**config.mk**
```make
export PLATFORM = sky130hd
export DESIGN_NAME = pvi_top
export DESIGN_NICKNAME = d
export VERILOG_FILES = /design/src/rtl/pvi_pkg.sv /design/src/rtl/pvi_top.sv
export SDC_FILE = /design/constraint.sdc
export NUM_CORES = 1
export LEC_CHECK = 0
export BUFFER_PORTS_ARGS = -buffer_cell sky130_fd_sc_hd__buf_2
export CORE_UTILIZATION = 59
export DETAILED_ROUTE_END_ITERATION = 10
export PLACE_DENSITY = 0.86
export SLEW_MARGIN = 30
export SYNTH_ARGS = -nofsm -noshare
export SYNTH_HDL_FRONTEND = slang
export SYNTH_SLANG_ARGS = --single-unit
```
**constraint.sdc**
```tcl
create_clock -name hclk -period 17.11 [get_ports hclk]
set_clock_uncertainty 0.05 [all_clocks]
set_input_delay 3.422 -clock hclk [delete_from_list [all_inputs] [get_ports hclk]]
set_output_delay 3.422 -clock hclk [all_outputs]
set_load 0.005 [all_outputs]
```
**src/rtl/pvi_pkg.sv**
```systemverilog
/*
  Constants, register map and carrier types of the eight-source vectored
  priority interrupt controller.
  Assumes a single 40 MHz clock domain and an AHB-Lite register bus.
*/
// Overview of operation
// Eight sources, each with its own three-bit priority level.
// Priority zero never interrupts; levels one to seven may.
// Request to processor interrupt takes at most three clocks.
// Source-specific vector reaches service routine with no core change.
// Preempt running routine only if enabled and strictly higher priority.
// Non-preempting requests stay pending until higher levels finish.
// Write to return register ends the current service level.
// Six controller locations: return, control and four priority registers; the code maps ten, adding event, event clear, event enable and state.
// Each priority register holds two source priorities.
// Control byte resets to all ones; its bits are active low.
// Clear-pending command drops every pending flag at once.
// Disable-after-interrupt blocks further interrupts until allow-one command.
// Global disable blocks interrupts while request flags still latch.
// Bits 2 and 3 are levels; other bits pulse only when written.
// Identical behaviour for internal core and external processor.
// Falling edge on port eight bit seven requests source seven.
// With internal core off, infrared pin outputs the interrupt request.
// Equal priorities are served lowest source number first.
// Vector fetch low address bits are replaced from the source number.
package pvi_pkg;

  // ----------------------------------------------------------------
  // Sizes
  // ----------------------------------------------------------------
  localparam int NUM_SRC = 8;
  localparam int LVL_W   = 3;
  localparam int SRC_W   = 3;

  // ----------------------------------------------------------------
  // Register byte addresses
  // ----------------------------------------------------------------
  localparam logic [7:0] ADDR_RETURN = 8'h00;
  localparam logic [7:0] ADDR_CTRL   = 8'h04;
  localparam logic [7:0] ADDR_PRIO0  = 8'h08;
  localparam logic [7:0] ADDR_PRIO1  = 8'h0C;
  localparam logic [7:0] ADDR_PRIO2  = 8'h10;
  localparam logic [7:0] ADDR_PRIO3  = 8'h14;
  localparam logic [7:0] ADDR_EVT    = 8'h18;
  localparam logic [7:0] ADDR_EVTCLR = 8'h1C;
  localparam logic [7:0] ADDR_EVTEN  = 8'h20;
  localparam logic [7:0] ADDR_STATE  = 8'h24;

  // ----------------------------------------------------------------
  // Control byte fields, all active low
  // ----------------------------------------------------------------
  localparam int CTL_CLR_PEND  = 0;
  localparam int CTL_ALLOW_ONE = 1;
  localparam int CTL_GLB_DIS   = 2;
  localparam int CTL_DIS_AFTER = 3;
  localparam logic [7:0] CTRL_RST = 8'hFF;

  // Priority field positions inside a priority register
  localparam int PRIO_LO_POS = 0;
  localparam int PRIO_HI_POS = 4;

  // ----------------------------------------------------------------
  // Event status bits
  // ----------------------------------------------------------------
  localparam int EVT_ACCEPT  = 0;
  localparam int EVT_RETURN  = 1;
  localparam int EVT_CLEARED = 2;
  localparam int EVT_BAD_RET = 3;
  localparam int EVT_W       = 4;

  // State register field positions
  localparam int ST_PEND_POS = 0;
  localparam int ST_SERV_POS = 8;
  localparam int ST_VEC_POS  = 16;
  localparam int ST_BLK_POS  = 19;
  localparam int ST_IRQ_POS  = 20;

  // ----------------------------------------------------------------
  // AHB constants
  // ----------------------------------------------------------------
  localparam logic [1:0] HTRANS_NONSEQ = 2'h2;
  localparam logic [1:0] HTRANS_SEQ    = 2'h3;
  localparam logic       HRESP_OKAY    = 1'b0;

  // ----------------------------------------------------------------
  // Carriers
  // ----------------------------------------------------------------
  typedef struct packed {
    logic             irq_n;
    logic [SRC_W-1:0] vec_src;
  } pvi_cpu_t;

  typedef struct packed {
    logic             out;
    logic             oe;
  } pvi_pin_t;

endpackage

```
**src/rtl/pvi_top.sv**
```systemverilog
/*
  Eight-source vectored priority interrupt controller with AHB-Lite
  register slave, nested service levels and an event interrupt output.
  Assumes synchronous inputs, a zero-wait AHB-Lite master and a processor
  that raises vector_fetch while reading its interrupt vector.
*/
// The AHB-Lite register port and the placing of the registers were chosen for this implementation.
module pvi_top
  import pvi_pkg::*;
(
  input  wire logic                 hclk,
  input  wire logic                 hresetn,
  input  wire logic                 hsel,
  input  wire logic [31:0]          haddr,
  input  wire logic [1:0]           htrans,
  input  wire logic                 hwrite,
  input  wire logic [2:0]           hsize,
  input  wire logic [31:0]          hwdata,
  input  wire logic                 hready,
  output logic      [31:0]          hrdata,
  output logic                      hreadyout,
  output logic                      hresp,
  input  wire logic [NUM_SRC-2:0]   src_req,
  input  wire logic                 port8_bit7,
  input  wire logic                 vector_fetch,
  input  wire logic                 cpu_off,
  output pvi_cpu_t                  cpu,
  output pvi_pin_t                  infrared_input_pin,
  output logic                      evt_irq
);

  // ----------------------------------------------------------------
  // Storage
  // ----------------------------------------------------------------
  logic [31:0]            hrdata_ff;
  logic                   hreadyout_ff;
  logic                   hresp_ff;
  logic                   wr_ff;
  logic [7:0]             waddr_ff;
  logic [7:0]             ctrl_ff;
  logic [LVL_W-1:0]       prio_ff [NUM_SRC];
  logic [NUM_SRC-1:0]     src_d_ff;
  logic [NUM_SRC-1:0]     pend_ff;
  logic [NUM_SRC-1:0]     serv_ff;
  logic                   blk_ff;
  logic                   vf_d_ff;
  logic                   fetching_ff;
  pvi_cpu_t               cpu_ff;
  pvi_pin_t               pin_ff;
  logic [EVT_W-1:0]       evt_ff;
  logic [EVT_W-1:0]       evten_ff;
  logic                   evt_irq_ff;

  // ----------------------------------------------------------------
  // Decode
  // ----------------------------------------------------------------
  logic                   addr_ph;
  logic                   wr_ret;
  logic                   wr_ctrl;
  logic                   wr_clr;
  logic                   wr_en;
  logic                   cmd_clr;
  logic                   cmd_allow;
  logic [NUM_SRC-1:0]     src_now;
  logic [NUM_SRC-1:0]     edge_set;
  logic [LVL_W-1:0]       cur_lvl;
  logic [LVL_W-1:0]       best_lvl;
  logic [SRC_W-1:0]       best_src;
  logic                   best_vld;
  logic                   ack;
  logic                   ret_ok;
  logic [NUM_SRC-1:0]     ret_mask;
  logic [31:0]            nxt_rdata;
  logic [EVT_W-1:0]       evt_set;

  assign addr_ph   = hsel & hready & htrans[1];
  assign wr_ret    = wr_ff & (waddr_ff == ADDR_RETURN);
  assign wr_ctrl   = wr_ff & (waddr_ff == ADDR_CTRL);
  assign wr_clr    = wr_ff & (waddr_ff == ADDR_EVTCLR);
  assign wr_en     = wr_ff & (waddr_ff == ADDR_EVTEN);
  // Commands fire only on the write itself, low means active
  assign cmd_clr   = wr_ctrl & ~hwdata[CTL_CLR_PEND];
  assign cmd_allow = wr_ctrl & ~hwdata[CTL_ALLOW_ONE];

  // ----------------------------------------------------------------
  // Request edge capture
  // ----------------------------------------------------------------
  // Sources 0..6 latch on a rising edge, source 7 on a pin fall
  assign src_now  = {~port8_bit7, src_req};
  assign edge_set = src_now & ~src_d_ff;

  always_ff @(posedge hclk or negedge hresetn) begin
    if (!hresetn) begin
      src_d_ff <= '0;
    end else begin
      src_d_ff <= src_now;
    end
  end

  // ----------------------------------------------------------------
  // Arbitration
  // ----------------------------------------------------------------
  always_comb begin
    cur_lvl = '0;
    for (int l = 1; l < NUM_SRC; l++) begin
      if (serv_ff[l]) begin
        cur_lvl = LVL_W'(l);
      end
    end
  end

  always_comb begin
    best_lvl = cur_lvl;
    best_src = '0;
    best_vld = 1'b0;
    for (int i = 0; i < NUM_SRC; i++) begin
      // Strictly higher only, so the lowest number keeps a tie
      if (pend_ff[i] && prio_ff[i] > best_lvl) begin
        best_lvl = prio_ff[i];
        best_src = SRC_W'(i);
        best_vld = 1'b1;
      end
    end
  end

  // Highest in-service level is the one that completes
  always_comb begin
    ret_mask = '0;
    ret_mask[cur_lvl] = 1'b1;
  end

  assign ret_ok = wr_ret & (cur_lvl != '0);
  assign ack    = vector_fetch & ~vf_d_ff & ~cpu_ff.irq_n;

  // ----------------------------------------------------------------
  // Pending flags
  // ----------------------------------------------------------------
  always_ff @(posedge hclk or negedge hresetn) begin
    if (!hresetn) begin
      pend_ff <= '0;
    end else begin
      // New edges win over clear-all and over acceptance
      pend_ff <= (pend_ff & ~({NUM_SRC{cmd_clr}})
                  & ~(ack ? (NUM_SRC'(1) << cpu_ff.vec_src) : '0))
                 | edge_set;
    end
  end

  // ----------------------------------------------------------------
  // Service nesting
  // ----------------------------------------------------------------
  always_ff @(posedge hclk or negedge hresetn) begin
    if (!hresetn) begin
      serv_ff <= '0;
    end else begin
      serv_ff <= (serv_ff & ~(ret_ok ? ret_mask : '0))
                 | (ack ? (NUM_SRC'(1) << prio_ff[cpu_ff.vec_src]) : '0);
    end
  end

  always_ff @(posedge hclk or negedge hresetn) begin
    if (!hresetn) begin
      blk_ff <= 1'b0;
    end else if (ack && !ctrl_ff[CTL_DIS_AFTER]) begin
      blk_ff <= 1'b1;
    end else if (cmd_allow) begin
      blk_ff <= 1'b0;
    end
  end

  // ----------------------------------------------------------------
  // Processor side
  // ----------------------------------------------------------------
  always_ff @(posedge hclk or negedge hresetn) begin
    if (!hresetn) begin
      vf_d_ff     <= 1'b0;
      fetching_ff <= 1'b0;
    end else begin
      vf_d_ff     <= vector_fetch;
      fetching_ff <= vector_fetch;
    end
  end

  always_ff @(posedge hclk or negedge hresetn) begin
    if (!hresetn) begin
      cpu_ff <= '{irq_n: 1'b1, vec_src: '0};
    end else begin
      // Request goes out the edge after the flag is set
      cpu_ff.irq_n <= ~(best_vld & ~ack
                        & ctrl_ff[CTL_GLB_DIS]
                        & ~(blk_ff & ~ctrl_ff[CTL_DIS_AFTER]));
      // Frozen while the vector is being read
      if (!vector_fetch && !fetching_ff) begin
        cpu_ff.vec_src <= best_src;
      end
    end
  end

  always_ff @(posedge hclk or negedge hresetn) begin
    if (!hresetn) begin
      pin_ff <= '{out: 1'b1, oe: 1'b0};
    end else begin
      pin_ff.out <= cpu_ff.irq_n;
      pin_ff.oe  <= cpu_off;
    end
  end

  // ----------------------------------------------------------------
  // Control and priority registers
  // ----------------------------------------------------------------
  always_ff @(posedge hclk or negedge hresetn) begin
    if (!hresetn) begin
      ctrl_ff <= CTRL_RST;
    end else if (wr_ctrl) begin
      ctrl_ff <= hwdata[7:0];
    end
  end

  always_ff @(posedge hclk or negedge hresetn) begin
    if (!hresetn) begin
      for (int i = 0; i < NUM_SRC; i++) begin
        prio_ff[i] <= '0;
      end
    end else if (wr_ff) begin
      for (int r = 0; r < NUM_SRC / 2; r++) begin
        if (waddr_ff == ADDR_PRIO0 + 8'(4 * r)) begin
          prio_ff[2*r]   <= hwdata[PRIO_LO_POS +: LVL_W];
          prio_ff[2*r+1] <= hwdata[PRIO_HI_POS +: LVL_W];
        end
      end
    end
  end

  // ----------------------------------------------------------------
  // Event status, enable and interrupt
  // ----------------------------------------------------------------
  always_comb begin
    evt_set              = '0;
    evt_set[EVT_ACCEPT]  = ack;
    evt_set[EVT_RETURN]  = ret_ok;
    evt_set[EVT_CLEARED] = cmd_clr;
    evt_set[EVT_BAD_RET] = wr_ret & ~ret_ok;
  end

  always_ff @(posedge hclk or negedge hresetn) begin
    if (!hresetn) begin
      evt_ff <= '0;
    end else begin
      evt_ff <= (evt_ff & ~(wr_clr ? hwdata[EVT_W-1:0] : '0)) | evt_set;
    end
  end

  always_ff @(posedge hclk or negedge hresetn) begin
    if (!hresetn) begin
      evten_ff <= '0;
    end else if (wr_en) begin
      evten_ff <= hwdata[EVT_W-1:0];
    end
  end

  always_ff @(posedge hclk or negedge hresetn) begin
    if (!hresetn) begin
      evt_irq_ff <= 1'b0;
    end else begin
      evt_irq_ff <= |(evt_ff & evten_ff);
    end
  end

  // ----------------------------------------------------------------
  // AHB-Lite slave
  // ----------------------------------------------------------------
  always_comb begin
    nxt_rdata = '0;
    unique case (haddr[7:0])
      ADDR_CTRL:  nxt_rdata[7:0] = ctrl_ff;
      ADDR_PRIO0,
      ADDR_PRIO1,
      ADDR_PRIO2,
      ADDR_PRIO3: begin
        // Pair index is word index minus two
        nxt_rdata[PRIO_LO_POS +: LVL_W] = prio_ff[{~haddr[3], haddr[2], 1'b0}];
        nxt_rdata[PRIO_HI_POS +: LVL_W] = prio_ff[{~haddr[3], haddr[2], 1'b1}];
      end
      ADDR_EVT:   nxt_rdata[EVT_W-1:0] = evt_ff;
      ADDR_EVTEN: nxt_rdata[EVT_W-1:0] = evten_ff;
      ADDR_STATE: begin
        nxt_rdata[ST_PEND_POS +: NUM_SRC] = pend_ff;
        nxt_rdata[ST_SERV_POS +: NUM_SRC] = serv_ff;
        nxt_rdata[ST_VEC_POS +: SRC_W]    = cpu_ff.vec_src;
        nxt_rdata[ST_BLK_POS]             = blk_ff;
        nxt_rdata[ST_IRQ_POS]             = ~cpu_ff.irq_n;
      end
      default:    nxt_rdata = '0;
    endcase
    if (haddr[31:8] != '0) begin
      nxt_rdata = '0;
    end
  end

  always_ff @(posedge hclk or negedge hresetn) begin
    if (!hresetn) begin
      wr_ff    <= 1'b0;
      waddr_ff <= '0;
    end else begin
      wr_ff    <= addr_ph & hwrite & (haddr[31:8] == '0);
      waddr_ff <= haddr[7:0];
    end
  end

  always_ff @(posedge hclk or negedge hresetn) begin
    if (!hresetn) begin
      hrdata_ff <= '0;
    end else if (addr_ph && !hwrite) begin
      hrdata_ff <= nxt_rdata;
    end
  end

  always_ff @(posedge hclk or negedge hresetn) begin
    if (!hresetn) begin
      hreadyout_ff <= 1'b1;
    end else begin
      hreadyout_ff <= 1'b1;
    end
  end

  always_ff @(posedge hclk or negedge hresetn) begin
    if (!hresetn) begin
      hresp_ff <= HRESP_OKAY;
    end else begin
      hresp_ff <= HRESP_OKAY;
    end
  end

  assign hrdata             = hrdata_ff;
  assign hreadyout          = hreadyout_ff;
  assign hresp              = hresp_ff;
  assign cpu                = cpu_ff;
  assign infrared_input_pin = pin_ff;
  assign evt_irq            = evt_irq_ff;

endmodule

```
==> reports/results.ini, run 1 <==
[status]
outcome = finished, final reports clean

[drt]
via_per_inst = 6.282
post-route-drc-count = 0
drt_iter0_drc = 333
wire_per_inst_um = 19.26
vias = 4724
dr.pass1.iters = 5
ant_nets = 0
totalWireLength_um = 14480

[cts]
post_cts_buffers = 0
cts_tree = done
cts_hold_repair.buffers = 0
clk_path_buf_depth = 2
path_clk_slew_ns = 0.09
cts.repair.resized = 0
numCtsBuffers = 9
insertion_delay_ns = 0.37
cts_sinks = 103
cts-htree-levels = 3
cts_root_buffer = clkbuf_8

[synth]
synth_area_mm2 = 0.005620
synth_edf_count = 0
syn_avg_cell_area_um2 = 10.53
synthFlopType = dfrtp_1
syn_inst = 534
yosysSeqAreaShare_pct = 46.08
async_flop_share_pct = 100.0
ys_ff_latch = 103
synth.distinct_cells = 74
yosys_warnings = 0

[global_route]
grt_pass1_vias = 4579
grtUsageTotal_pct = 30.61
grt_pass1_wl_um = 22970
antenna_found_initial = 0
grt_overflow_total = 0
grt_max_degree = 82

[worst_setup_path]
cp_slowest_cell = dfrtp_1
crit_top_cell = ha_1
crit_path_start_kind = register
cp_data_required_time_ns = 17.35
cp_slowest_stage_delay_ns = 0.44
setup.worst_path.class = reg -> reg
r2r_slack_ns = 5.07
end_kind = register
cp.arrival_ns = 12.28
cp_max_fo = 7

[finish]
final_common_cell = dfrtp_1
fin_area_mm2 = 0.006365
insertedDiodeCount = 0
drive_above_1_share_pct = 28.25
syn_to_final_growth_pct = 13.25
fillers = 700
final_cells = 752
nets = 716
final_cell_mix = 93 x dfrtp_1, 82 x buf_2, 54 x nand2_1
final_util_pct = 68.88

[timing]
setup_viol = 0
relSlewSlack_pct = 49.69
slew_viol_final = 0
rsz0062_at_grt = no
period_share_pct = 70.38
hold_viol = 0
tns_ns = 0
fmaxAchievable_ghz = 0.08305
period_needed_ns = 12.04
worstMarginPinSlew_ns = 0.7518
holdWs_ns = 0.3503

[placed_design]
dp.cells = 735
port_buffers = 83
globalplace.congestion = 0.9003
dp_hpwl_um = 10760
placed_cell_area_mm2 = 0.006128

[floorplan]
die_y_um = 99.60
core_mm2 = 0.009240
num_rows = 35
fp.dieArea_mm2 = 0.009920
start_util_pct = 60.83
io_pins = 125
die_w_um = 99.60

[run]
cap_violations = 0

[power]
power-per-cell-area_mw_per_mm2 = 74.58
leakage_nw = 2.918
ir_drop_uv = 40.26

[worst_hold_path]
hold_path.class = reg -> reg

## metal layers
layer | vias up | GRT usage, % | wire length [µm]
met4 | 0 | 12.90 | 441
met5 | - | 0 | 0
li1 | 2134 | - | -
met2 | 221 | 53.47 | 7177
met1 | 2331 | 37.54 | 5857
met3 | 38 | 5.411 | 1004
## flip-flops by register name, summed over array words and instances (netlist names)
name,count
blk_ff,1
cpu,4
ctrl_ff,8
evt_ff,4
evt_irq,1
evten_ff,4
fetching_ff,1
hrdata,21
infrared_input_pin,2
pend_ff,8
prio_ff,24
serv_ff,8
src_d_ff,8
waddr_ff,8
wr_ff,1
## per-stage QoR
stage          power [mW]  setup WS (ns)
3_5_place_dp       0.3079          5.272
5_1_grt            0.4906          4.093
6_report           0.4747          5.068
2_1_floorplan      0.2879          6.561
3_3_place_gp       0.3055          5.516
4_1_cts            0.4752          5.183
## cells by family (layout without fill, tap and decap cells)
group                    count (synthesis)  in the layout  share of synthesized area (%)
AO/OA/AOI/OAI                          141            141                          17.97
XOR/XNOR                                 1              1                         0.1559
adder cells (fa/ha/maj)                 16             16                          3.473
buffers and inverters                   64            142                          5.320
flip-flops                             103            103                          46.08
multiplexers                            56             56                          13.65
other                                    2             13                         0.1336
AND/OR/NAND/NOR                        151            151                          13.22
## report_power, final
part,switching [mW],leakage (nW),internal (mW)
logic,0.0238,1.61,0.0215
clock network,0.0833,0.107,0.0871
registers,0.0103,1.20,0.249
## Yosys cell counts, drive strengths merged, types with 4 or more instances
master,n,area share [%]
nand3,11,0.98
o21ai,37,3.3
nor3,12,1.1
mux2i,12,2.4
ha,14,3.1
buf,16,2.1
a22o,17,2.6
inv,36,2.4
nand2,54,3.6
o22ai,14,1.6
mux2,32,6.5
nand4,5,0.56
a211oi,4,0.53
o21a,4,0.53
nand2b,7,0.78
o311ai,4,0.76
nor2,29,1.9
nor4,11,1.2
clkbuf,12,0.82
dfrtp,93,41
a31oi,4,0.56
mux4,12,4.8
o31ai,10,1.4
a21oi,15,1.3
dfstp,10,4.7
## worst paths after layout
check	start	end	cells past startpoint
max	serv_ff[7]	cpu[3]	50
min	cpu[3]	infrared_input_pin[1]	0
max reg2reg	serv_ff[7]	cpu[3]	50
min reg2reg	cpu[3]	infrared_input_pin[1]	0
max in group asynchronous	hresetn	waddr_ff[7]	2
min in group asynchronous	hresetn	hrdata[8]	1
## critical path: cells and delay by family, from the launching register on
kind / cells / cell delay, ns
AO/OA/AOI/OAI: 20 / 4.61
adder cells (fa/ha/maj): 10 / 2.79
flip-flops: 1 / 0.44
multiplexers: 3 / 1.09
AND/OR/NAND/NOR: 17 / 2.95
## layout make-up
cell class / count / area, µm² / share of cell area, %
Multi-Input combinational cell: 378 / 2779 / 43.66
Tap cell: 129 / 161.4 / 2.536
Sequential cell: 103 / 2590 / 40.69
Clock inverter: 4 / 76.32 / 1.199
Clock buffer: 12 / 145.1 / 2.280
Timing Repair Buffer: 90 / 478.0 / 7.509
Inverter: 36 / 135.1 / 2.123
No activity file was read; power rests on OpenSTA's default activity.
==> inputs of run 2 (changes only) <==
Settings changed: ABC_AREA set to 1, CORE_UTILIZATION 59 to 49, PLACE_DENSITY 0.86 to 0.76.
Clock period 17.11 ns to 10.05 ns, I/O delays scaled along.
==> reports/results.ini, run 2 <==
[status]
outcome = finished with violations
failed_checks = design-rule violations

[worst_setup_path]
cp_max_fo = 8
r2r_end = cpu[2]
cp_slowest_cell = dfrtp_1
end_kind = register
r2r_slack_ns = 0.50
cp.arrival_ns = 9.79
crit_end = cpu[2]
crit_top_cell = nand2_1
crit_path_start_kind = register
rr_startpoint = serv_ff[1]
setup.worst_path.class = reg -> reg
cp_slowest_stage_delay_ns = 0.41
cp-startpoint = serv_ff[1]
reg2reg_depth = 67
cp_data_required_time_ns = 10.29

[finish]
syn_to_final_growth_pct = 16.34
multi_input_area_mm2 = 0.002541
nets = 839
insertedDiodeCount = 0
top_register = prio_ff
final_cells = 886
drive_above_1_share_pct = 23.99
final_common_cell = nand2_1
final_cell_mix = 123 x nand2_1, 92 x dfrtp_1, 89 x inv_1
regArea_mm2 = 0.002591
fillers = 979
largest_register_ffs = 24

[floorplan]
core_mm2 = 0.01084
start_util_pct = 50.16
die_w_um = 107.3
die_y_um = 107.3
fp.dieArea_mm2 = 0.01152
num_rows = 38
io_pins = 125

[global_route]
antenna_found_initial = 0
grtUsageTotal_pct = 27.74
grt_pass1_vias = 4775
grt_max_degree = 63
grt_pass1_wl_um = 24070
grt_overflow_total = 0

[timing]
hold_viol = 0
slew_viol_final = 0
fmaxAchievable_ghz = 0.1047
setup_viol = 0
worstMarginPinSlew_ns = 0.7591
period_needed_ns = 9.551
relSlewSlack_pct = 49.39
period_share_pct = 95.03
setup_ws_ns = 0.4993

[synth]
synth_edf_count = 0
synthTopCellsByCount = 125 x nand2_1, 93 x dfrtp_1, 91 x inv_1
ys_ff_latch = 103
yosys_warnings = 0
synth.most_common_cell = nand2_1
yosysSeqAreaShare_pct = 47.63
yosysTopAreaCellShare_pct = 42.80
synthFlopType = dfrtp_1
syn_inst = 653
synth.distinct_cells = 44
ys_top_cells_by_area = dfrtp_1 43%, nand2_1 8.6%, o21ai_0 7.9%
synth_area_mm2 = 0.005438
syn_avg_cell_area_um2 = 8.327
async_flop_share_pct = 100.0
synth_top_area_cell = dfrtp_1

[drt]
ant_nets = 0
dr.pass1.iters = 8
vias = 5033
drt_iter0_drc = 428
wire_per_inst_um = 17.14
post-route-drc-count = 2
via_per_inst = 5.681
totalWireLength_um = 15190

[cts]
cts_sinks = 103
insertion_delay_ns = 0.39
cts_hold_repair.buffers = 0
cts-htree-levels = 3
path_clk_slew_ns = 0.11
clk_path_buf_depth = 2
cts_tree = done
cts_root_buffer = clkbuf_8
numCtsBuffers = 9

[placed_design]
port_buffers = 83
globalplace.congestion = 0.9552
dp.cells = 864
dp_hpwl_um = 11360
pre_cts_ws_ns = -0.1988

[power]
leakage_nw = 3.263
total_power_mw = 0.7434
power-per-cell-area_mw_per_mm2 = 117.5
ir_drop_uv = 61.43

[worst_hold_path]
holdPathStages = 0
hold_path.class = reg -> reg

[run]
cap_violations = 0

run 2: cell types whose count changed after synthesis, moves of 8 or more:
cell / before / now
nand2_1: 54 / 125
inv_1: 36 / 91
o21ai_0: 37 / 86
mux2_2: 31 / 1
nand3_1: 11 / 29
a22o_1: 17 / 0
nand2_2: 0 / 14
mux4_2: 12 / 0
mux2i_1: 11 / 0
nand3_2: 0 / 8
run 2: logic make-up after synthesis:
family	count (synthesis)	share of synthesized area [%]
AOI/OAI and AO/OA	164	17.95
adders and majority gates	14	3.221
buffers and inverters	118	9.043
DFF	103	47.63
muxes	1	0.2071
other	2	0.1381
and+or+nand+nor	251	21.81
run 2: stage by stage:
stage | TNS, ns | hold slack, ns | util [%] | cell area, µm²
global route | -0.06118 | 0.3502 | 58.36 | 6326
CTS | 0 | 0.3446 | 56.69 | 6146
global placement | 0 | 0.3269 | 54.80 | 5941
finish | 0 | 0.3435 | 58.36 | 6326
floorplan | 0 | 0.3240 | - | 5479
detailed placement | -0.2741 | 0.3291 | 54.80 | 5941
run 2: worst min path at each step:
stage	start	to	slack [ns]
2_1_floorplan	cpu[3]	infrared_input_pin[1]	0.32
3_3_place_gp	cpu[3]	infrared_input_pin[1]	0.33
3_5_place_dp	cpu[3]	infrared_input_pin[1]	0.33
4_1_cts	cpu[3]	infrared_input_pin[1]	0.34
5_1_grt	cpu[3]	infrared_input_pin[1]	0.35
6_report	cpu[3]	infrared_input_pin[1]	0.34
run 2: critical path, delay by kind of cell, from the launching register on:
| kind | cells | cell delay, ns |
|---|---|---|
| flops | 1 | 0.41 |
| simple gates | 33 | 3.68 |
| buf+inv | 8 | 0.61 |
| compound gates | 18 | 2.41 |
| fa+ha+maj | 8 | 2.26 |
run 2: final cells by class:
class / count / area share (%)
clock buffer: 10 / 2.176
clock inverter: 6 / 0.9098
inverter: 94 / 5.578
multi-input combinational: 443 / 40.17
sequential: 103 / 40.96
tap: 140 / 2.769
timing repair buffer: 90 / 7.437
run 2: timing repair:
action | 4_1_cts | 5_1_grt
cloned | 0 | 0
resized for setup | 3 | 34
setup endpoints to repair | 3 | 4
setup buffers | 0 | 6
pin swaps | 0 | 11
run 2: report_power, final:
| group | internal, mW | switching, mW | total, mW |
|---|---|---|---|
| Combinational | 0.0198 | 0.0419 | 0.0617 |
| Sequential | 0.421 | 0.00540 | 0.426 |
| Clock | 0.100 | 0.155 | 0.255 |
run 2: routing by layer:
layer | vias up | global-route usage (%) | wire length (µm)
li1 | 2358 | - | -
met1 | 2417 | 36.50 | 6606
met2 | 208 | 45.07 | 7106
met3 | 50 | 4.177 | 970
met4 | 0 | 12.92 | 505
met5 | - | 0 | 0
==> inputs of run 3 (changes only) <==
Settings changed: ABC_AREA 1 to 0.
==> reports/results.ini, run 3 (synthesized netlist as in run 1, its figures left out) <==
[finish]
largest_register_ffs = 24
final_common_cell = dfrtp_1
nets = 779
syn_to_final_growth_pct = 31.52
multi_input_area_mm2 = 0.003247
regArea_mm2 = 0.002592
top_register = prio_ff
final_cell_mix = 91 x dfrtp_1, 82 x buf_2, 69 x buf_4
drive_above_1_share_pct = 43.88
insertedDiodeCount = 0
fillers = 834

[worst_setup_path]
cp_slowest_stage_delay_ns = 0.39
setup.worst_path.class = reg -> reg
cp_max_fo = 5
crit_top_cell = ha_4
end_kind = register
crit_path_start_kind = register
cp_slowest_cell = a311oi_2
cp_data_required_time_ns = 10.23
cp.arrival_ns = 10.55
r2r_slack_ns = -0.33

[timing]
period_share_pct = 103.2
relSlewSlack_pct = 47.18
setup_viol = 4
worstMarginPinSlew_ns = 0.7923
period_needed_ns = 10.38
hold_viol = 0
fmaxAchievable_ghz = 0.09638
rsz0062_at_grt = yes
holdWs_ns = 0.3534
slew_viol_final = 0
setup_ws_ns = -0.3251

[floorplan]
die_y_um = 109.1
die_w_um = 109.1
io_pins = 125
fp.dieArea_mm2 = 0.01190
start_util_pct = 50.95
num_rows = 38
core_mm2 = 0.01103

[cts]
cts_tree = done
insertion_delay_ns = 0.35
path_clk_slew_ns = 0.07
cts_hold_repair.buffers = 0
cts_sinks = 103
clk_path_buf_depth = 2
cts-htree-levels = 3
numCtsBuffers = 9
cts_root_buffer = clkbuf_16

[status]
outcome = finished with violations
failed_checks = negative setup slack

[drt]
drt_iter0_drc = 299
dr.pass1.iters = 4
ant_nets = 0
wire_per_inst_um = 19.87
totalWireLength_um = 16410
vias = 5041
post-route-drc-count = 0
via_per_inst = 6.103

[run]
cap_violations = 0

[power]
power-per-cell-area_mw_per_mm2 = 118.3
swShare_pct = 25.62
total_power_mw = 0.8747
switching_power_mw = 0.2241
p_int_mw = 0.6506
clockPowerShare_pct = 39.3
leakage_nw = 3.321
ir_drop_uv = 108.7
sequentialPowerShare_pct = 50.4
p_comb_share_pct = 10.3

[global_route]
grt_max_degree = 89
grt_overflow_total = 0
antenna_found_initial = 0
grt_pass1_vias = 4986
grt_pass1_wl_um = 25090
grtUsageTotal_pct = 28.60

[placed_design]
port_buffers = 83
globalplace.congestion = 0.8860
dp_hpwl_um = 11780

[worst_hold_path]
hold_path.class = reg -> reg

run 3: what timing repair did:
action | 4_1_cts | 5_1_grt
setup endpoints to repair | 4 | 4
pin swaps | 30 | 34
cloned | 0 | 0
setup buffers | 11 | 9
resized for setup | 30 | 40
run 3: area by class of cell:
| type | instances | share of cell area [%] |
|---|---|---|
| Multi-Input combinational cell | 378 | 43.92 |
| Clock buffer | 11 | 3.419 |
| Inverter | 36 | 1.828 |
| Sequential cell | 103 | 35.07 |
| Tap cell | 140 | 2.370 |
| Timing Repair Buffer | 153 | 12.86 |
| Clock inverter | 5 | 0.5247 |
run 3: worst max-delay path: cells and delay by family, from the launching register on:
kind	cells	cell delay, ns
adder cells (fa/ha/maj)	10	2.46
AO/OA/AOI/OAI	21	3.86
AND/OR/NAND/NOR	19	2.77
multiplexers	2	0.53
buffers and inverters	1	0.17
flip-flops	1	0.37
run 3: per-layer routing:
metal / track usage [%] / part of all wire (%)
met1: 34.80 / 40
met2: 49.10 / 50
met3: 4.662 / 6.8
met4: 13.90 / 3.7
met5: 0 / 0
run 3: metrics by stage:
stage / utilization (%) / cells / area (µm²) / worst slack [ns] / TNS, ns
3_5_place_dp: 59.38 / 789 / 6550 / -0.7583 / -2.745
4_1_cts: 64.29 / 816 / 7092 / -0.2634 / -0.7677
2_1_floorplan: - / 545 / 5728 / 0.002363 / 0
3_3_place_gp: 59.27 / 789 / 6538 / -0.6839 / -2.417
5_1_grt: 67.01 / 826 / 7392 / -0.7809 / -2.818
6_report: 67.01 / 826 / 7392 / -0.3251 / -1.032
run 3: worst paths after layout:
check / startpoint / endpoint / cells past startpoint
worst max register to register: serv_ff[2] / cpu[2] / 53
worst max-delay path: serv_ff[2] / cpu[2] / 53
min in group asynchronous: hresetn / hrdata[9] / 1
max in group asynchronous: hresetn / serv_ff[6] / 2
worst min-delay path: cpu[3] / infrared_input_pin[1] / 0
worst min register to register: cpu[3] / infrared_input_pin[1] / 0
run 3: power by group through the flow:
stage	Sequential [mW]	Clock (mW)	Combinational, mW
after detailed placement	0.448	0	0.0811
after CTS	0.440	0.347	0.0843
final	0.441	0.344	0.0900
after floorplan	0.438	0	0.0531
after global placement	0.448	0	0.0783
after global routing	0.443	0.364	0.0992
